File: src/hw/core_cfg.svh
`ifndef CORE_CFG_SVH
`define CORE_CFG_SVH

// ==========================================================================
// Timing.
`define CLK_PERIOD_NS 40
`define POR_DELAY_NS 500000
`define POR_DELAY_CYC ((`POR_DELAY_NS + `CLK_PERIOD_NS - 1) / `CLK_PERIOD_NS)
`define PHI_ONE_CYC 4'h4
`define PHI_LONG_CYC 4'hA

// ==========================================================================
// Addresses and reset values.
`define RESET_PC 12'h000
`define VEC_TIMER 12'h020
`define VEC_EXT 12'h0A0
`define PORT_CLEAR 8'h00
`define CTRL_RESET 8'h00
`define TEST_OFF 2'h0
`define TEST_MID 2'h1

// ==========================================================================
// Opcodes.
`define PARTIAL_SLEEP_OP 8'h2D
`define FULL_SLEEP_OP 8'h2F
`define ADD_CARRY_OP 8'h19
`define OP_INCREMENT 8'h1F
`define OP_ADD_IMM 8'h24
`define OP_AND_IMM 8'h21
`define OP_OR_IMM 8'h22
`define OP_XOR_IMM 8'h23
`define OP_CMP_IMM 8'h25
`define OP_COMPLEMENT 8'h18
`define OP_LOAD_IMM 8'h20
`define OP_SHR1 8'h12
`define OP_SHL1 8'h13
`define OP_SHR4 8'h14
`define OP_SHL4 8'h15
`define OP_LOAD_SHORT_HI 4'h7

// ==========================================================================
// Register offsets and fields.
`define REG_TIMER_IRQ_CONTROL 4'h0
`define REG_STATUS 4'h1
`define REG_ACC 4'h2
`define REG_PC 4'h3
`define REG_STACK 4'h4
`define REG_PORT4 4'h5
`define REG_PORT7 4'h8
`define CTRL_EXT_EN 0
`define CTRL_EXT_HI 2
`define CTRL_MODE 4
`define CTRL_PRESC 7:5
`define ST_IRQ_FLAG 4

`endif

File: src/hw/core_pkg.sv
package core_pkg;

	// ======================================================================
	// Core sequencing states.
	typedef enum logic [2:0] {
		ST_POR_WAIT, ST_POR_DELAY, ST_EXT_RST, ST_FETCH,
		ST_OPERAND, ST_EXEC, ST_PART_SLEEP, ST_FULL_SLEEP
	} core_phase_type;

	typedef enum logic [1:0] {TM_OFF, TM_MID, TM_HIGH} test_mode_type;

	// ======================================================================
	// Carriers.
	typedef struct packed {
		logic ovf;
		logic zero;
		logic cry;
		logic sign;
	} flag_type;

	typedef logic [3:0][7:0] port_bank_type;

	typedef struct packed {
		logic rst_n;
		logic ext_irq;
		logic [1:0] test;
		logic [7:0] port5;
		logic supply_ok;
		logic clocks_ok;
		logic bias_ok;
	} pin_bundle_type;

	typedef struct packed {
		logic [7:0] acc;
		flag_type flg;
		logic two_byte;
	} alu_res_type;

	typedef struct packed {
		core_phase_type state;
		logic [15:0] cnt;
		logic phi;
		logic [1:0] mcyc;
		logic [7:0] op;
		logic [7:0] imm;
		logic [11:0] pc;
		logic [11:0] stack;
		logic [7:0] acc;
		flag_type flg;
		logic irq_control_flag;
		logic [7:0] timer_irq_control_reg;
		logic tmr_req;
		logic ext_req;
		logic ext_prev;
		port_bank_type ports;
		logic [7:0] p4;
		logic strobe;
		logic timer_rst;
		logic [15:0] rdata;
	} core_state_type;

endpackage

File: src/hw/pin_sync.sv
`timescale 1ns/1ns

// Three-stage synchroniser; a bit changes once stages two and three agree.
module pin_sync #(
	parameter int W = 1
) (
	// Clock and reset
	input wire logic clk_sys,
	input wire logic nrst,
	// Pins and filtered levels
	input wire logic [W-1:0] pin_in,
	output logic [W-1:0] pin_out
);

	typedef struct packed {
		logic [W-1:0] s1;
		logic [W-1:0] s2;
		logic [W-1:0] s3;
		logic [W-1:0] q;
	} sync_state_type;

	sync_state_type st_ff, nxt_st;

	if (W < 1) begin : g_bad_width
		$error("pin_sync width must be positive");
	end

	// Shift the pins in and accept a bit only when stages two and three agree.
	always_comb begin
		nxt_st.s1 = pin_in;
		nxt_st.s2 = st_ff.s1;
		nxt_st.s3 = st_ff.s2;
		nxt_st.q = (st_ff.s2 & st_ff.s3) | (st_ff.q & (st_ff.s2 ^ st_ff.s3));
	end

	// State register.
	always_ff @(posedge clk_sys or negedge nrst) begin
		if (!nrst) begin
			st_ff <= '0;
		end else begin
			st_ff <= nxt_st;
		end
	end

	assign pin_out = st_ff.q;

endmodule // pin_sync

File: src/hw/acc_alu.sv
`timescale 1ns/1ns
`include "core_cfg.svh"

// Accumulator group decoder and arithmetic; purely combinational.
module acc_alu
	import core_pkg::*;
(
	// Instruction bytes
	input wire logic [7:0] op,
	input wire logic [7:0] imm,
	// Current accumulator and flags
	input wire logic [7:0] acc,
	input wire flag_type flg,
	// Result
	output alu_res_type res
);

	logic [7:0] opa;
	logic [7:0] opb;
	logic [7:0] lres;
	logic [8:0] sum;
	logic cin;
	logic c7;
	logic do_add;
	logic do_log;
	logic keep_acc;

	// Decode the opcode, then form sum or logic result and flags.
	always_comb begin
		opa = acc;
		opb = 8'h00;
		cin = 1'b0;
		do_add = 1'b0;
		do_log = 1'b0;
		keep_acc = 1'b0;
		lres = acc;
		res.acc = acc;
		res.flg = flg;
		res.two_byte = 1'b0;
		if (op[7:4] == `OP_LOAD_SHORT_HI) begin
			res.acc = {4'h0, op[3:0]};
		end else begin
			case (op)
				`ADD_CARRY_OP: begin
					cin = flg.cry;
					do_add = 1'b1;
				end
				`OP_INCREMENT: begin
					opb = 8'h01;
					do_add = 1'b1;
				end
				`OP_ADD_IMM: begin
					opb = imm;
					do_add = 1'b1;
					res.two_byte = 1'b1;
				end
				`OP_CMP_IMM: begin
					opa = imm;
					opb = ~acc;
					cin = 1'b1;
					do_add = 1'b1;
					keep_acc = 1'b1;
					res.two_byte = 1'b1;
				end
				`OP_AND_IMM: begin
					lres = acc & imm;
					do_log = 1'b1;
					res.two_byte = 1'b1;
				end
				`OP_OR_IMM: begin
					lres = acc | imm;
					do_log = 1'b1;
					res.two_byte = 1'b1;
				end
				`OP_XOR_IMM: begin
					lres = acc ^ imm;
					do_log = 1'b1;
					res.two_byte = 1'b1;
				end
				`OP_COMPLEMENT: begin
					lres = ~acc;
					do_log = 1'b1;
				end
				`OP_LOAD_IMM: begin
					res.acc = imm;
					res.two_byte = 1'b1;
				end
				`OP_SHR1: begin
					lres = {1'b0, acc[7:1]};
					do_log = 1'b1;
				end
				`OP_SHL1: begin
					lres = {acc[6:0], 1'b0};
					do_log = 1'b1;
				end
				`OP_SHR4: begin
					lres = {4'h0, acc[7:4]};
					do_log = 1'b1;
				end
				`OP_SHL4: begin
					lres = {acc[3:0], 4'h0};
					do_log = 1'b1;
				end
				default: begin
					lres = acc;
				end
			endcase
		end
		sum = {1'b0, opa} + {1'b0, opb} + {8'h00, cin};
		c7 = opa[7] ^ opb[7] ^ sum[7];
		// Sign flag is set for a non-negative result.
		if (do_add) begin
			res.flg = '{ovf: sum[8] ^ c7, zero: sum[7:0] == 8'h00, cry: sum[8], sign: ~sum[7]};
			if (!keep_acc) begin
				res.acc = sum[7:0];
			end
		end else if (do_log) begin
			res.flg = '{ovf: 1'b0, zero: lres == 8'h00, cry: 1'b0, sign: ~lres[7]};
			res.acc = lres;
		end
	end

endmodule // acc_alu

File: src/hw/reset_powersave_core_control.sv
// Design decisions made here: the address map and the address-and-strobe port.
`timescale 1ns/1ns
`include "core_cfg.svh"

// Operation
// - Start reset only when supply, clocks, bias good.
// - Hold reset for the power-on delay.
// - External reset pushes PC, clears PC and flag.
// - Any reset clears ports four to seven.
// - After reset release, fetch from address zero.
// - Test high: bus on port 4, port 5 inputs.
// - Test mid: ROM silent, code from port 5.
// - Test modes: strobe becomes inverted cycle clock; the code drives strobe from mcyc[1] without inversion.
// - Phase clock is system clock halved.
// - Partial sleep halts all but timer, interrupts.
// - Partial sleep wakes on reset or interrupts.
// - Full sleep halts all; reset or external wakes.
// - Full sleep resets timer unless event counting.
// - Interrupt wake: service if enabled, else continue.
// - Reset wake restarts through reset sequence.
// - Increment adds one in one cycle.
// - OR immediate, two and a half cycles.
// - Vectors 020 timer, 0A0 external; clear latch.
// - Event mode: control bits 4 to 7 clear.
module reset_powersave_core_control
	import core_pkg::*;
#(
	parameter int POR_CYCLES = `POR_DELAY_CYC
) (
	// Clock and reset
	input wire logic clk_sys,
	input wire logic nrst,
	// Asynchronous pins and sensors
	input wire logic rst_pin_n,
	input wire logic external_irq_pin,
	input wire logic [1:0] test_level,
	input wire logic [7:0] port5_in,
	input wire logic supply_ok,
	input wire logic clocks_ok,
	input wire logic bias_ok,
	// On-chip sources
	input wire logic [7:0] rom_data,
	input wire logic timer_timeout,
	input wire logic strobe_req,
	// Register port
	input wire logic [3:0] reg_addr,
	input wire logic [15:0] reg_wdata,
	input wire logic reg_wr,
	input wire logic reg_rd,
	output logic [15:0] reg_rdata,
	// Program memory, ports and status
	output logic [11:0] rom_addr,
	output logic rom_en,
	output port_bank_type ports_out,
	output logic strobe_out,
	output logic timer_reset,
	output logic timer_halt,
	output logic core_halted
);

	localparam core_state_type CORE_RESET = '{state: ST_POR_WAIT, default: '0};

	core_state_type st_ff, nxt_st;
	pin_bundle_type pin_raw, pin;
	test_mode_type tmode;
	alu_res_type alu;
	logic [7:0] bus;
	logic [7:0] alu_op;
	logic [3:0] phi_total;
	logic [1:0] pidx;
	logic ev_mode, act_lvl, tick, wake, vec_go, enter_rst;

	if (POR_CYCLES < 1 || POR_CYCLES > 65535) begin : g_bad_por
		$error("POR_CYCLES must lie in 1..65535");
	end

	// ======================================================================
	// Pin synchronisers and decoder.
	assign pin_raw = '{rst_n: rst_pin_n, ext_irq: external_irq_pin, test: test_level,
		port5: port5_in, supply_ok: supply_ok, clocks_ok: clocks_ok, bias_ok: bias_ok};

	pin_sync #(.W($bits(pin_bundle_type))) u_sync (
		.clk_sys(clk_sys),
		.nrst(nrst),
		.pin_in(pin_raw),
		.pin_out(pin)
	);

	acc_alu u_alu (
		.op(alu_op),
		.imm(st_ff.imm),
		.acc(st_ff.acc),
		.flg(st_ff.flg),
		.res(alu)
	);

	// Test level, internal data bus and mode decode.
	assign tmode = (pin.test == `TEST_OFF) ? TM_OFF : ((pin.test == `TEST_MID) ? TM_MID : TM_HIGH);
	assign rom_en = (tmode != TM_MID);
	// In test modes port 5 is wired-OR onto the bus and is driven active low.
	assign bus = (rom_en ? rom_data : 8'h00) | ((tmode != TM_OFF) ? ~pin.port5 : 8'h00);
	assign ev_mode = !st_ff.timer_irq_control_reg[`CTRL_MODE]
		&& (st_ff.timer_irq_control_reg[`CTRL_PRESC] == 3'h0);
	assign act_lvl = st_ff.timer_irq_control_reg[`CTRL_EXT_HI] ? pin.ext_irq : ~pin.ext_irq;
	assign alu_op = (st_ff.state == ST_FETCH) ? bus : st_ff.op;
	assign phi_total = alu.two_byte ? `PHI_LONG_CYC : `PHI_ONE_CYC;
	assign pidx = 2'(reg_addr - `REG_PORT4);
	assign tick = st_ff.phi;

	// ======================================================================
	// Next-state logic.
	always_comb begin
		nxt_st = st_ff;
		enter_rst = 1'b0;
		vec_go = 1'b0;
		wake = 1'b0;
		nxt_st.phi = ~st_ff.phi;
		nxt_st.timer_rst = 1'b0;
		nxt_st.rdata = 16'h0000;
		if (tick) begin
			nxt_st.mcyc = st_ff.mcyc + 2'h1;
		end
		nxt_st.strobe = (tmode != TM_OFF) ? st_ff.mcyc[1] : strobe_req;
		nxt_st.p4 = (tmode != TM_OFF) ? bus : st_ff.ports[0];
		nxt_st.ext_prev = act_lvl;
		if (!st_ff.timer_irq_control_reg[`CTRL_EXT_EN]) begin
			nxt_st.ext_req = 1'b0;
		end

		// Register writes.
		if (reg_wr) begin
			if (reg_addr == `REG_TIMER_IRQ_CONTROL) begin
				nxt_st.timer_irq_control_reg = reg_wdata[7:0];
			end else if (reg_addr == `REG_STATUS) begin
				nxt_st.irq_control_flag = reg_wdata[`ST_IRQ_FLAG];
			end else if (reg_addr >= `REG_PORT4 && reg_addr <= `REG_PORT7) begin
				nxt_st.ports[pidx] = reg_wdata[7:0];
			end
		end

		// Register reads; unmapped addresses read zero.
		if (reg_rd) begin
			if (reg_addr == `REG_TIMER_IRQ_CONTROL) begin
				nxt_st.rdata = {8'h00, st_ff.timer_irq_control_reg};
			end else if (reg_addr == `REG_STATUS) begin
				nxt_st.rdata = {6'h00, st_ff.tmr_req, st_ff.ext_req, 3'(st_ff.state),
					st_ff.irq_control_flag, st_ff.flg};
			end else if (reg_addr == `REG_ACC) begin
				nxt_st.rdata = {8'h00, st_ff.acc};
			end else if (reg_addr == `REG_PC) begin
				nxt_st.rdata = {4'h0, st_ff.pc};
			end else if (reg_addr == `REG_STACK) begin
				nxt_st.rdata = {4'h0, st_ff.stack};
			end else if (reg_addr >= `REG_PORT4 && reg_addr <= `REG_PORT7) begin
				nxt_st.rdata = {8'h00, st_ff.ports[pidx]};
			end
		end

		// Sequencer.
		case (st_ff.state)
			ST_POR_WAIT: begin
				if (pin.supply_ok && pin.clocks_ok && pin.bias_ok) begin
					nxt_st.state = ST_POR_DELAY;
					nxt_st.cnt = 16'h0000;
				end
			end
			ST_POR_DELAY: begin
				nxt_st.cnt = st_ff.cnt + 16'h0001;
				if (st_ff.cnt == 16'(POR_CYCLES - 1)) begin
					enter_rst = 1'b1;
				end
			end
			ST_EXT_RST: begin
				if (pin.rst_n) begin
					nxt_st.state = ST_FETCH;
					nxt_st.cnt = 16'h0000;
				end
			end
			ST_FETCH: begin
				if (tick) begin
					nxt_st.op = bus;
					nxt_st.pc = st_ff.pc + 12'h001;
					nxt_st.cnt = 16'h0001;
					if (bus == `PARTIAL_SLEEP_OP) begin
						nxt_st.state = ST_PART_SLEEP;
					end else if (bus == `FULL_SLEEP_OP) begin
						nxt_st.state = ST_FULL_SLEEP;
						nxt_st.timer_rst = !ev_mode;
					end else begin
						nxt_st.state = alu.two_byte ? ST_OPERAND : ST_EXEC;
					end
				end
			end
			ST_OPERAND: begin
				if (tick) begin
					nxt_st.imm = bus;
					nxt_st.pc = st_ff.pc + 12'h001;
					nxt_st.cnt = st_ff.cnt + 16'h0001;
					nxt_st.state = ST_EXEC;
				end
			end
			ST_EXEC: begin
				if (tick) begin
					nxt_st.cnt = st_ff.cnt + 16'h0001;
					if ((st_ff.cnt[3:0] + 4'h1) == phi_total) begin
						nxt_st.acc = alu.acc;
						nxt_st.flg = alu.flg;
						nxt_st.state = ST_FETCH;
						vec_go = st_ff.irq_control_flag && (st_ff.tmr_req || st_ff.ext_req);
					end
				end
			end
			ST_PART_SLEEP: begin
				wake = st_ff.tmr_req || st_ff.ext_req;
			end
			ST_FULL_SLEEP: begin
				wake = st_ff.ext_req;
			end
			default: begin
				nxt_st.state = ST_POR_WAIT;
			end
		endcase

		// Interrupt wake services the request or resumes at the next opcode.
		if (wake) begin
			nxt_st.state = ST_FETCH;
			vec_go = st_ff.irq_control_flag;
		end

		// Vectoring; the timer request has priority.
		if (vec_go) begin
			nxt_st.stack = nxt_st.pc;
			nxt_st.state = ST_FETCH;
			if (st_ff.tmr_req) begin
				nxt_st.pc = `VEC_TIMER;
				nxt_st.tmr_req = 1'b0;
			end else begin
				nxt_st.pc = `VEC_EXT;
				nxt_st.ext_req = 1'b0;
			end
		end

		// External reset from any running or sleeping state.
		if (!pin.rst_n && st_ff.state != ST_POR_WAIT && st_ff.state != ST_POR_DELAY
			&& st_ff.state != ST_EXT_RST) begin
			enter_rst = 1'b1;
		end
		if (enter_rst) begin
			nxt_st.stack = st_ff.pc;
			nxt_st.pc = `RESET_PC;
			nxt_st.irq_control_flag = 1'b0;
			nxt_st.ports = {4{`PORT_CLEAR}};
			nxt_st.state = ST_EXT_RST;
		end

		// Request latches: a new event wins over a clear in the same cycle.
		if (timer_timeout) begin
			nxt_st.tmr_req = 1'b1;
		end
		if (st_ff.timer_irq_control_reg[`CTRL_EXT_EN] && act_lvl && !st_ff.ext_prev) begin
			nxt_st.ext_req = 1'b1;
		end
	end

	// State register.
	always_ff @(posedge clk_sys or negedge nrst) begin
		if (!nrst) begin
			st_ff <= CORE_RESET;
		end else begin
			st_ff <= nxt_st;
		end
	end

	// Outputs.
	assign reg_rdata = st_ff.rdata;
	assign rom_addr = st_ff.pc;
	assign ports_out = {st_ff.ports[3], st_ff.ports[2], st_ff.ports[1], st_ff.p4};
	assign strobe_out = st_ff.strobe;
	assign timer_reset = st_ff.timer_rst;
	assign timer_halt = (st_ff.state == ST_FULL_SLEEP);
	assign core_halted = (st_ff.state == ST_PART_SLEEP) || (st_ff.state == ST_FULL_SLEEP);
endmodule // reset_powersave_core_control

File: config.mk
export PLATFORM = sky130hd
export DESIGN_NAME = reset_powersave_core_control
export DESIGN_NICKNAME = d
export VERILOG_FILES = /design/src/hw/core_pkg.sv /design/src/hw/pin_sync.sv /design/src/hw/acc_alu.sv /design/src/hw/reset_powersave_core_control.sv
export VERILOG_INCLUDE_DIRS = /design/src /design/src/hw
export SDC_FILE = /design/constraint.sdc
export NUM_CORES = 1
export LEC_CHECK = 0
export ABC_AREA = 1
export ABC_CLOCK_PERIOD_IN_PS = 5150
export BUFFER_PORTS_ARGS = -buffer_cell sky130_fd_sc_hd__buf_2
export CAP_MARGIN = 20
export CORE_MARGIN = 1
export CORE_UTILIZATION = 38
export CTS_CLUSTER_DIAMETER = 60
export DETAILED_ROUTE_END_ITERATION = 8
export HOLD_SLACK_MARGIN = 0.06
export PLACE_DENSITY = 0.52
export SLEW_MARGIN = 5
export SYNTH_ARGS = -nofsm -noshare
export SYNTH_HDL_FRONTEND = slang
export SYNTH_SLANG_ARGS = --single-unit
File: constraint.sdc
create_clock -name clk_sys -period 5.15 [get_ports clk_sys]
set_input_delay 1.03 -clock clk_sys [delete_from_list [all_inputs] [get_ports clk_sys]]
set_output_delay 1.03 -clock clk_sys [all_outputs]
set_load 0.02 [all_outputs]
==> results of run 1 <==
## cells by family (layout without fill, tap and decap cells)
kind of cell,count (synthesis),in the layout,share of synthesized area
compound gates,260,260,0.132
xor+xnor,18,18,0.0141
fa+ha+maj,48,48,0.0551
buf+inv,230,280,0.102
flops,200,200,0.448
mux,6,6,0.00605
other cells,1,4,0.000336
simple gates,613,613,0.242
## power breakdown
group	switching (mW)	internal, mW	total (mW)
Combinational	1.32	0.582	1.91
Sequential	0.248	1.81	2.06
Clock	0.694	0.666	1.36
## flip-flops by register name, summed over array words and instances, names as in the netlist
signal,cells
reg_rdata,12
u_sync.pin_out,15
st_ff,81
timer_reset,1
u_sync.st_ff,15
strobe_out,1
ports_out,32
tick,1
rom_addr,12
u_sync.nxt_st,30
## per-stage QoR
| step | std cells | instance area [sq um] | util | total power [mW] |
|---|---|---|---|---|
| final | 1813 | 12200 | 0.424 | 5.32 |
| after global routing | 1813 | 12200 | 0.424 | 5.67 |
| after CTS | 1813 | 12200 | 0.424 | 5.36 |
| after detailed placement | 1781 | 11600 | 0.404 | 3.98 |
| after global placement | 1781 | 11600 | 0.404 | 3.96 |
| after floorplan | 1379 | 11200 | - | 3.48 |
## final timing paths
| check | startpoint | end | slack, ns | cells after the start |
|---|---|---|---|---|
| max reg2reg | st_ff[142] | st_ff[72] | 0.67 | 22 |
| min reg2reg | u_sync.nxt_st[30] | u_sync.nxt_st[15] | 0.35 | 0 |
| max | st_ff[142] | st_ff[72] | 0.67 | 22 |
| min in group asynchronous | nrst | st_ff[93] | 0.66 | 1 |
| min | u_sync.nxt_st[30] | u_sync.nxt_st[15] | 0.35 | 0 |
| max in group asynchronous | nrst | st_ff[26] | 3.44 | 2 |
## cell type report
class | instances | share of cell area
Timing Repair Buffer | 110 | 0.0477
Sequential cell | 200 | 0.410
Inverter | 138 | 0.0424
Tap cell | 384 | 0.0394
Clock buffer | 18 | 0.0360
Multi-Input combinational cell | 949 | 0.412
Clock inverter | 14 | 0.0123
## Yosys cell counts (5+ instances only)
library cell and number:
a21o_1 15, a21oi_1 69, a22oi_1 8, a31oi_1 14
buf_4 67, clkbuf_1 14, clkinv_1 5, dfrtp_1 200
ha_1 46, inv_1 129, mux2_2 6, nand2_1 330
nand2_2 21, nand2_4 6, nand3_1 67, nand3b_1 5
nand4_1 7, nor2_1 125, nor3_1 21, nor4_1 7
o211ai_1 15, o21ai_0 105, o21ai_1 7, o22ai_1 15
xor2_1 15
## per-layer routing
metal  track usage  vias up
met5             0        -
met4        0.0509        0
met3        0.0322       24
met2         0.321      233
met1         0.292     4366
li1              -     4530
==> impl_table.tex, run 1 <==
\begin{tabular}{lr}
\hline
Metric & Value \\
\hline
\multicolumn{2}{l}{\textbf{Die}} \\
Vertical die dimension & about 170 microns \\
Std-Cell Core Area & 28800 sq um \\
Die Width & around 170 microns \\
Die Area & around 30000 sq um \\
Number of cell rows & 62 \\
Initial core utilization & 0.388 \\
I/O pin count & 114 \\
\multicolumn{2}{l}{\textbf{Critical path}} \\
Worst endpoint required time & approximately 5.5 ns \\
Worst path slowest cell & dfrtp\_1 \\
Cell-by-cell trace of the critical path & nand2\_2, nor2\_4, nand3\_1, nand2\_2, nand2\_2, nor2\_4, nand2\_2, o211ai\_1, fa\_1, inv\_1, fa\_1, o21ai\_0, nand2\_1, nand2\_1, a21oi\_1, xor2\_1, nand3\_1, nor2\_1, nand2\_1, nand2\_1, nor2\_1, nor2\_1 \\
Delay of the slowest cell on the worst path & approximately 0.60 ns \\
Crit path buffers/inverters & 1 \\
Critical Path Source Type & register \\
Category of the critical setup timing path & register to register \\
Largest delay share family, worst path & simple AND/OR/NAND/NOR gates \\
Crit path arrival time & 4.85 ns \\
Highest fanout seen on the critical path & 14 \\
Type of element capturing the critical path & register \\
\multicolumn{2}{l}{\textbf{Cells and area}} \\
Layout cell share with drive strength beyond 1 & 0.141 \\
Antenna cell count & 0 \\
\# nets final & between 1500 and 2000 \\
Area used by multi-input combinational logic & between 5000 and 6000 sq um \\
Most common library cell in the layout ignoring fill and taps & nand2\_1 \\
P\&R area growth vs syn & 9.32\% \\
Commonest cells after routing, fill and taps aside & 329 x nand2\_1, 200 x dfrtp\_1, 129 x inv\_1 \\
Storage cell area & 5000 sq um \\
Fill count & a little under 3000 \\
\multicolumn{2}{l}{\textbf{Clock network}} \\
Buffer depth of the longest clock path & 2 \\
CTS tree & yes \\
Number of buffers created by CTS & 17 \\
CTS clk-pin slew, worst paths & 0.08 ns \\
Clk sinks & 200 \\
Number of hold buffers added after CTS & 0 \\
Gates resized, CTS repair & 0 \\
Clk\_lat worst skew & around 0.44 ns \\
Buffer cell driving the clock tree root & clkbuf\_16 \\
CTS H-Tree Depth & 4 \\
Number of buffers inserted to repair setup after CTS & 0 \\
\multicolumn{2}{l}{\textbf{Timing}} \\
Total negative slack & 0 ns \\
Clock skew & around 0.019 ns \\
Slew Limit Headroom & 0.389 \\
Time the final worst path needs with I/O delays and setup & 4.48 ns \\
Transition time at the pin with the least slew margin & approximately 0.9 ns \\
Final hold violations & 0 \\
RSZ-0062 raised after global routing & no \\
Crit path setup slack, layout & slightly below 0.7 ns \\
Final setup violating endpoints & 0 \\
FMAX & around 220 MHz \\
Max Slew Vio Count & 0 \\
Worst hold margin & around 0.35 ns \\
Final clock period utilization by the worst path & 0.869 \\
\multicolumn{2}{l}{\textbf{Global routing}} \\
Via count of the first global-routing pass & between 8000 and 9000 \\
Antenna violations before repair & 0 \\
Total congestion overflow after global routing & 0 \\
Pin count of the biggest net entering global routing & 108 \\
Global-route wire length before repair & just under 50000 microns \\
Global-route usage over all layers & 0.204 \\
\multicolumn{2}{l}{\textbf{Synth}} \\
Fraction of synthesis flops using an asynchronous set or reset pin & 1.00 \\
Cells after Synth & $\sim$1400 \\
Mean area per synthesized cell & 8.12 sq um \\
Syn. warnings & 0 \\
Register bit total from synthesis & 200 \\
Primary FF master, synth & dfrtp\_1 \\
Share of synthesized area occupied by flip-flops and latches & 0.448 \\
Most area-consuming cells after synthesis & dfrtp\_1 45\%, nand2\_1 11\%, ha\_1 5.2\%, o21ai\_0 4.7\%, buf\_4 4.5\% \\
Cell type contributing the most total cell area after synthesis & dfrtp\_1 \\
Count of flip-flops with a built-in enable after synthesis & 0 \\
Count of unique library cells instantiated by Yosys & 50 \\
Summed instance area of the synthesized netlist & between 10000 and 15000 sq um \\
Fraction of synthesized cell area taken by the top area cell type & 0.448 \\
\multicolumn{2}{l}{\textbf{Run status}} \\
Result of the run & complete, no violations \\
\multicolumn{2}{l}{\textbf{Place}} \\
DPL Wire Length & roughly 22000 microns \\
Global placement routability congestion & 0.883 \\
Dpl ws & between 0.5 and 0.6 ns \\
\# port buffers & between 100 and 150 \\
\multicolumn{2}{l}{\textbf{Power}} \\
Static leakage & a little over 6 nW \\
Worst vdd rail ir drop & between 0.2 and 0.25 mV \\
Power density over the cells & between 400 and 500 nW/um\^{}2 \\
\multicolumn{2}{l}{\textbf{Routing}} \\
Antenna viol nets, final & 0 \\
Number of vias per cell after detailed routing & roughly 5 \\
Detailed-routed wire length on met2 & around 14000 microns \\
Routed WL & 30000 microns \\
\# DRC & 0 \\
Highest Signal Layer & met4 \\
Average detailed-routed wire length per instance & 16.6 microns \\
Routed length on met3 & 1440 microns \\
Router iterations before antenna repair & 5 \\
Wire length on met1 & 14400 microns \\
Iteration-0 DRC count of the detailed router & approximately 680 \\
Vias & about 9200 \\
\multicolumn{2}{l}{\textbf{Hold path}} \\
Worst min path class & register to register \\
\multicolumn{2}{l}{\textbf{Flow run}} \\
Maximum capacitance violations & 0 \\
\hline
\end{tabular}
Power figures use the tool's default switching activity.
==> inputs of run 2 (changes only) <==
REMOVE_ABC_BUFFERS = 1   (was default)
==> run 2 against run 1 <==
Net effect: via count shrank 1.2%; non-clock buffer count shrank 1; global-route usage is essentially flat; maximum frequency shrank 1.5%; cell count shrank 0.17%; first-iteration DRC count shrank 7.9%; clock power is essentially flat; sequential power is essentially flat; worst setup slack lost 0.067 ns; combinational power is essentially flat.
==> impl_table.tex, run 2 (synthesis gave the netlist of run 1 again) <==
\begin{tabular}{lr}
\hline
Metric & Value \\
\hline
\multicolumn{2}{l}{\textbf{Critical path}} \\
Crit path arrival time & 4.91 ns (+0.06 ns) \\
Highest fanout seen on the critical path & 14 (unchanged) \\
Category of the critical setup timing path & register to register \\
Type of element capturing the critical path & register \\
Critical Path Source Type & register \\
Worst endpoint required time & 5.52 ns (about the same) \\
\multicolumn{2}{l}{\textbf{Clock network}} \\
Gates resized, CTS repair & 0 (unchanged) \\
CTS tree & yes \\
CTS H-Tree Depth & 4 (unchanged) \\
CTS clk-pin slew, worst paths & 0.08 ns (about the same) \\
Clk sinks & 200 (unchanged) \\
Clk\_lat worst skew & 0.43 ns (about the same) \\
Number of buffers created by CTS & 17 (unchanged) \\
Number of hold buffers added after CTS & 0 (unchanged) \\
Buffer depth of the longest clock path & 2 (unchanged) \\
Number of buffers inserted to repair setup after CTS & 0 (unchanged) \\
Buffer cell driving the clock tree root & clkbuf\_16 \\
\multicolumn{2}{l}{\textbf{Cells and area}} \\
Fill count & 2920 (-1.3\%) \\
Largest register by flop count & st\_ff \\
Fin cells & 1810 (-0.17\%) \\
\# nets final & 1512 (-0.066\%) \\
Most common library cell in the layout ignoring fill and taps & nand2\_1 \\
Storage cell area & 5000 sq um (unchanged) \\
Area used by multi-input combinational logic & 5030 sq um (unchanged) \\
Antenna cell count & 0 (unchanged) \\
Layout cell share with drive strength beyond 1 & 0.140 (-0.00181) \\
Number of flip-flops under the largest register name & 81 (unchanged) \\
Commonest cells after routing, fill and taps aside & 329 x nand2\_1, 200 x dfrtp\_1, 129 x inv\_1 \\
P\&R area growth vs syn & 9.15\% \\
\multicolumn{2}{l}{\textbf{Power}} \\
Power density over the cells & 433 nW/um\^{}2 (-0.54\%) \\
Worst vdd rail ir drop & 0.198 mV (-4.0\%) \\
Static leakage & 6.09 nW (-0.21\%) \\
Final Power & 5.28 mW (-0.69\%) \\
\multicolumn{2}{l}{\textbf{Timing}} \\
Slew Limit Headroom & 0.394 (+0.00559) \\
Final setup violating endpoints & 0 (unchanged) \\
Max Slew Vio Count & 0 (unchanged) \\
Worst hold margin & 0.349 ns (-0.00248 ns) \\
RSZ-0062 raised after global routing & no \\
FMAX & 220 MHz (-1.5\%) \\
Final hold violations & 0 (unchanged) \\
Crit path setup slack, layout & 0.605 ns (-0.0675 ns) \\
Transition time at the pin with the least slew margin & 0.909 ns (-0.00839 ns) \\
Time the final worst path needs with I/O delays and setup & 4.55 ns (+0.0675 ns) \\
Total negative slack & 0 ns (unchanged) \\
Final clock period utilization by the worst path & 0.883 (+0.0131) \\
Clock skew & 0.0118 ns (-0.00765 ns) \\
\multicolumn{2}{l}{\textbf{Routing}} \\
Iteration-0 DRC count of the detailed router & 630 (-7.9\%) \\
Antenna viol nets, final & 0 (unchanged) \\
Routed WL & 29800 microns (-0.68\%) \\
Average detailed-routed wire length per instance & 16.5 microns (-0.51\%) \\
Vias & 9039 (-1.2\%) \\
Number of vias per cell after detailed routing & 4.99 (-1.1\%) \\
\# DRC & 0 (unchanged) \\
Router iterations before antenna repair & 5 (unchanged) \\
\multicolumn{2}{l}{\textbf{Die}} \\
I/O pin count & 114 (unchanged) \\
Vertical die dimension & 173 microns (unchanged) \\
Die Width & 173 microns (unchanged) \\
Number of cell rows & 62 (unchanged) \\
Die Area & 30100 sq um (unchanged) \\
Std-Cell Core Area & 28800 sq um (unchanged) \\
Initial core utilization & 0.388 (unchanged) \\
\multicolumn{2}{l}{\textbf{Global routing}} \\
Met3 Usage GRT & 0.0300 (-0.00219) \\
Global-route wire length before repair & 47800 microns (-0.73\%) \\
Met1 global-route usage & 0.296 (+0.00407) \\
Antenna violations before repair & 0 (unchanged) \\
Via count of the first global-routing pass & 8537 (-2.3\%) \\
Total congestion overflow after global routing & 0 (unchanged) \\
Most heavily used metal layer in global routing & met2 \\
Pin count of the biggest net entering global routing & 107 (-0.93\%) \\
Global-route usage over all layers & 0.204 (about the same) \\
GR Util met2 & 0.317 (-0.00485) \\
\multicolumn{2}{l}{\textbf{Place}} \\
DPL Wire Length & 22100 microns (-1.1\%) \\
Dpl ws & 0.453 ns (-0.0843 ns) \\
Number of instances in the placed design & 1780 (-0.056\%) \\
\# port buffers & 101 (unchanged) \\
Global placement routability congestion & 0.881 (-0.29\%) \\
\multicolumn{2}{l}{\textbf{Flow run}} \\
Maximum capacitance violations & 0 (unchanged) \\
\multicolumn{2}{l}{\textbf{Hold path}} \\
Worst min path class & register to register \\
\multicolumn{2}{l}{\textbf{Run status}} \\
Result of the run & complete, no violations \\
\hline
\end{tabular}
## run 2: path summary, 6_finish.rpt
check	startpoint	to	slack, ns	cells past startpoint
hold / removal	u_sync.nxt_st[40]	u_sync.nxt_st[25]	0.35	0
hold reg to reg	u_sync.nxt_st[40]	u_sync.nxt_st[25]	0.35	0
min in group asynchronous	nrst	u_sync.st_ff[28]	0.68	1
max in group asynchronous	nrst	st_ff[79]	3.52	2
setup reg to reg	st_ff[142]	st_ff[72]	0.60	24
setup / recovery	st_ff[142]	st_ff[72]	0.60	24
## run 2: layout make-up
| type | count | area share |
|---|---|---|
| Clock buffer | 17 | 0.0349 |
| Clock inverter | 13 | 0.0115 |
| Inverter | 138 | 0.0425 |
| Multi-Input combinational cell | 949 | 0.413 |
| Sequential cell | 200 | 0.411 |
| Tap cell | 384 | 0.0394 |
| Timing Repair Buffer | 109 | 0.0481 |
## run 2: routing by layer
metal  share of wire  vias to the layer above  wire length, microns
met5               0                        -                     0
met1            0.49                     4306                 14800
met4           0.013                        0                   385
li1                -                     4519                     -
met3           0.041                       21                  1220
met2            0.45                      193                 13500
## run 2: power breakdown
group	internal (mW)	total, mW	switching, mW
sequential	1.81	2.05	0.244
combinational	0.585	1.90	1.31
clock	0.679	1.33	0.655
total	3.07	5.28	2.21
## run 2: critical path, cell delays in order, from the launching register on
cell      delay [ns]
dfrtp_1         0.59
nand2_2         0.13
nor2_4          0.29
nand3_1         0.12
nand2_1         0.12
nand2_2         0.10
nor2_4          0.35
nand2_2         0.28
clkinv_1        0.24
nand2_1         0.10
o211ai_1        0.13
fa_1            0.25
inv_1           0.06
fa_1            0.39
o21ai_0         0.34
nand2_1         0.10
nand2_1         0.08
a21oi_1         0.08
xor2_1          0.25
nand3_1         0.10
nor2_1          0.10
nand2_1         0.07
nand2_1         0.07
nor2_1          0.04
nor2_1          0.08
## run 2: stage by stage
stage                     instance area (sq um)  utilization
after floorplan                           10600            -
after global placement                    11600        0.404
after detailed placement                  11600        0.404
after CTS                                 12200        0.424
after global routing                      12200        0.424
final                                     12200        0.424
==> inputs of run 3 (changes only) <==
BUFFER_PORTS_ARGS = -buffer_cell sky130_fd_sc_hd__buf_4   (was -buffer_cell sky130_fd_sc_hd__buf_2)
CTS_CLUSTER_SIZE = 8   (was default)
==> run 3 against run 2 <==
Net effect: total power rose by 4.1%; via count rose by 0.25%; sequential power barely moved; die area did not move; wire length fell by 0.57%; clock-buffer cell count did not move; critical endpoint unchanged; largest power group unchanged.
==> impl_table.tex, run 3 (synthesis gave the netlist of run 1 again) <==
\begin{tabular}{lr}
\hline
Metric & Value \\
\hline
\multicolumn{2}{l}{\textbf{Die}} \\
Die Width & 173 microns (unchanged) \\
Std-Cell Core Area & 28800 sq um (unchanged) \\
I/O pin count & 114 (unchanged) \\
Die Area & 30100 sq um (unchanged) \\
Initial core utilization & 0.388 (unchanged) \\
Number of cell rows & 62 (unchanged) \\
Vertical die dimension & 173 microns (unchanged) \\
\multicolumn{2}{l}{\textbf{Routing}} \\
Number of vias per cell after detailed routing & 5.00 (about the same) \\
\# DRC & 0 (unchanged) \\
Routed WL & 29600 microns (-0.57\%) \\
Vias & 9062 (+0.25\%) \\
Average detailed-routed wire length per instance & 16.4 microns (-0.73\%) \\
Iteration-0 DRC count of the detailed router & 777 (+23\%) \\
Antenna viol nets, final & 0 (unchanged) \\
Router iterations before antenna repair & 5 (unchanged) \\
\multicolumn{2}{l}{\textbf{Cells and area}} \\
\# nets final & 1513 (+0.066\%) \\
Most common library cell in the layout ignoring fill and taps & nand2\_1 \\
Antenna cell count & 0 (unchanged) \\
Largest register by flop count & st\_ff \\
Number of flip-flops under the largest register name & 81 (unchanged) \\
Area used by multi-input combinational logic & 5030 sq um (unchanged) \\
Fin cells & 1813 (+0.17\%) \\
Layout cell share with drive strength beyond 1 & 0.141 (+0.00181) \\
Commonest cells after routing, fill and taps aside & 329 x nand2\_1, 200 x dfrtp\_1, 129 x inv\_1 \\
P\&R area growth vs syn & 12.4\% \\
Utilization after layout & 0.436 (+0.0124) \\
Storage cell area & 5000 sq um (unchanged) \\
Fill count & 2934 (+0.48\%) \\
\multicolumn{2}{l}{\textbf{Critical path}} \\
Worst endpoint required time & 5.52 ns (about the same) \\
Cell with the most instances on the worst path & nand2\_1 \\
Critical Path Source Type & register \\
Highest fanout seen on the critical path & 14 (unchanged) \\
Category of the critical setup timing path & register to register \\
Cell-by-cell trace of the critical path & inv\_2, nand3\_2, nand2\_1, nand2\_1, nand2\_2, nor2\_4, nand2\_2, o211ai\_1, fa\_1, inv\_1, fa\_1, o21ai\_0, nand2\_1, nand2\_1, a21oi\_1, xor2\_1, nand3\_1, nor2\_1, nand2\_1, nand2\_1, nor2\_1, nor2\_1 \\
Worst path slowest cell & dfrtp\_1 \\
Type of element capturing the critical path & register \\
Delay of the slowest cell on the worst path & 0.57 ns (-0.02 ns) \\
Crit path arrival time & 4.67 ns (-0.24 ns) \\
\multicolumn{2}{l}{\textbf{Hold path}} \\
Worst min path class & register to register \\
\multicolumn{2}{l}{\textbf{Global routing}} \\
Via count of the first global-routing pass & 8618 (+0.95\%) \\
Antenna violations before repair & 0 (unchanged) \\
Total congestion overflow after global routing & 0 (unchanged) \\
Global-route wire length before repair & 47600 microns (-0.30\%) \\
Pin count of the biggest net entering global routing & 82 (-23\%) \\
Global-route usage over all layers & 0.202 (-0.00184) \\
\multicolumn{2}{l}{\textbf{Power}} \\
Power density over the cells & 438 nW/um\^{}2 (+1.1\%) \\
Static leakage & 6.18 nW (+1.6\%) \\
Worst vdd rail ir drop & 0.236 mV (+19\%) \\
Final Power & 5.50 mW (+4.1\%) \\
\multicolumn{2}{l}{\textbf{Place}} \\
DPL Wire Length & 22200 microns (+0.65\%) \\
Number of instances in the placed design & 1781 (+0.056\%) \\
\# port buffers & 101 (unchanged) \\
Global placement routability congestion & 0.908 (+3.1\%) \\
Dpl ws & 0.634 ns (+0.181 ns) \\
\multicolumn{2}{l}{\textbf{Timing}} \\
Max Slew Vio Count & 0 (unchanged) \\
Final clock period utilization by the worst path & 0.835 (-0.0474) \\
RSZ-0062 raised after global routing & no \\
Slew Limit Headroom & 0.485 (+0.0910) \\
Transition time at the pin with the least slew margin & 0.769 ns (-0.139 ns) \\
Clock skew & 0.0197 ns (+0.00795 ns) \\
Time the final worst path needs with I/O delays and setup & 4.30 ns (-0.244 ns) \\
Total negative slack & 0 ns (unchanged) \\
Final hold violations & 0 (unchanged) \\
Final setup violating endpoints & 0 (unchanged) \\
Crit path setup slack, layout & 0.849 ns (+0.244 ns) \\
FMAX & 233 MHz (+5.7\%) \\
\multicolumn{2}{l}{\textbf{Clock network}} \\
CTS H-Tree Depth & 4 (unchanged) \\
Buffer depth of the longest clock path & 2 (unchanged) \\
Number of hold buffers added after CTS & 0 (unchanged) \\
Gates resized, CTS repair & 0 (unchanged) \\
Number of buffers created by CTS & 17 (unchanged) \\
Buffer cell driving the clock tree root & clkbuf\_16 \\
Clk\_lat worst skew & 0.44 ns (about the same) \\
Clk sinks & 200 (unchanged) \\
CTS clk-pin slew, worst paths & 0.09 ns (about the same) \\
Number of buffers inserted to repair setup after CTS & 0 (unchanged) \\
CTS tree & yes \\
\multicolumn{2}{l}{\textbf{Run status}} \\
Result of the run & complete, no violations \\
\multicolumn{2}{l}{\textbf{Flow run}} \\
Maximum capacitance violations & 0 (unchanged) \\
\hline
\end{tabular}
run 3: layout make-up:
type / count / share of cell area
Tap cell: 384 / 0.0383
Inverter: 138 / 0.0413
Clock inverter: 15 / 0.0191
Clock buffer: 17 / 0.0339
Sequential cell: 200 / 0.399
Timing Repair Buffer: 110 / 0.0673
Multi-Input combinational cell: 949 / 0.401
run 3: through the flow:
stage | hold slack, ns | area (sq um)
global route | 0.361 | 12500
CTS | 0.356 | 12500
global placement | 0.331 | 11900
floorplan | 0.331 | 10600
finish | 0.354 | 12500
detailed placement | 0.335 | 11900
run 3: critical path, delay by kind of cell, from the launching register on:
family,cells,cell delay [ns]
AND/OR/NAND/NOR,14,1.87
XOR/XNOR,1,0.25
flip-flops,1,0.57
buffers and inverters,2,0.20
AO/OA/AOI/OAI,3,0.70
adder cells (fa/ha/maj),2,0.64
run 3: worst paths after layout:
path | start | to | slack [ns] | cells after the start
setup / recovery | st_ff[143] | st_ff[72] | 0.85 | 22
hold / removal | u_sync.nxt_st[30] | u_sync.nxt_st[15] | 0.35 | 0
setup reg to reg | st_ff[143] | st_ff[72] | 0.85 | 22
hold reg to reg | u_sync.nxt_st[30] | u_sync.nxt_st[15] | 0.35 | 0
max in group asynchronous | nrst | u_sync.nxt_st[21] | 3.46 | 2
min in group asynchronous | nrst | reg_rdata[10] | 0.59 | 1
run 3: where the power goes:
part	switching (mW)	total (mW)	leakage, nW	internal [mW]
Clock	0.792	1.51	0.325	0.715
Combinational	1.31	1.93	3.34	0.627
Sequential	0.251	2.06	2.52	1.81
run 3: layer usage:
metal  vias to the layer above  part of all wire  track usage
met5                         -                 0            0
met4                         0            0.0071       0.0380
met3                        15             0.045       0.0296
met2                       201              0.47        0.326
met1                      4305              0.48        0.288
li1                       4541                 -            -
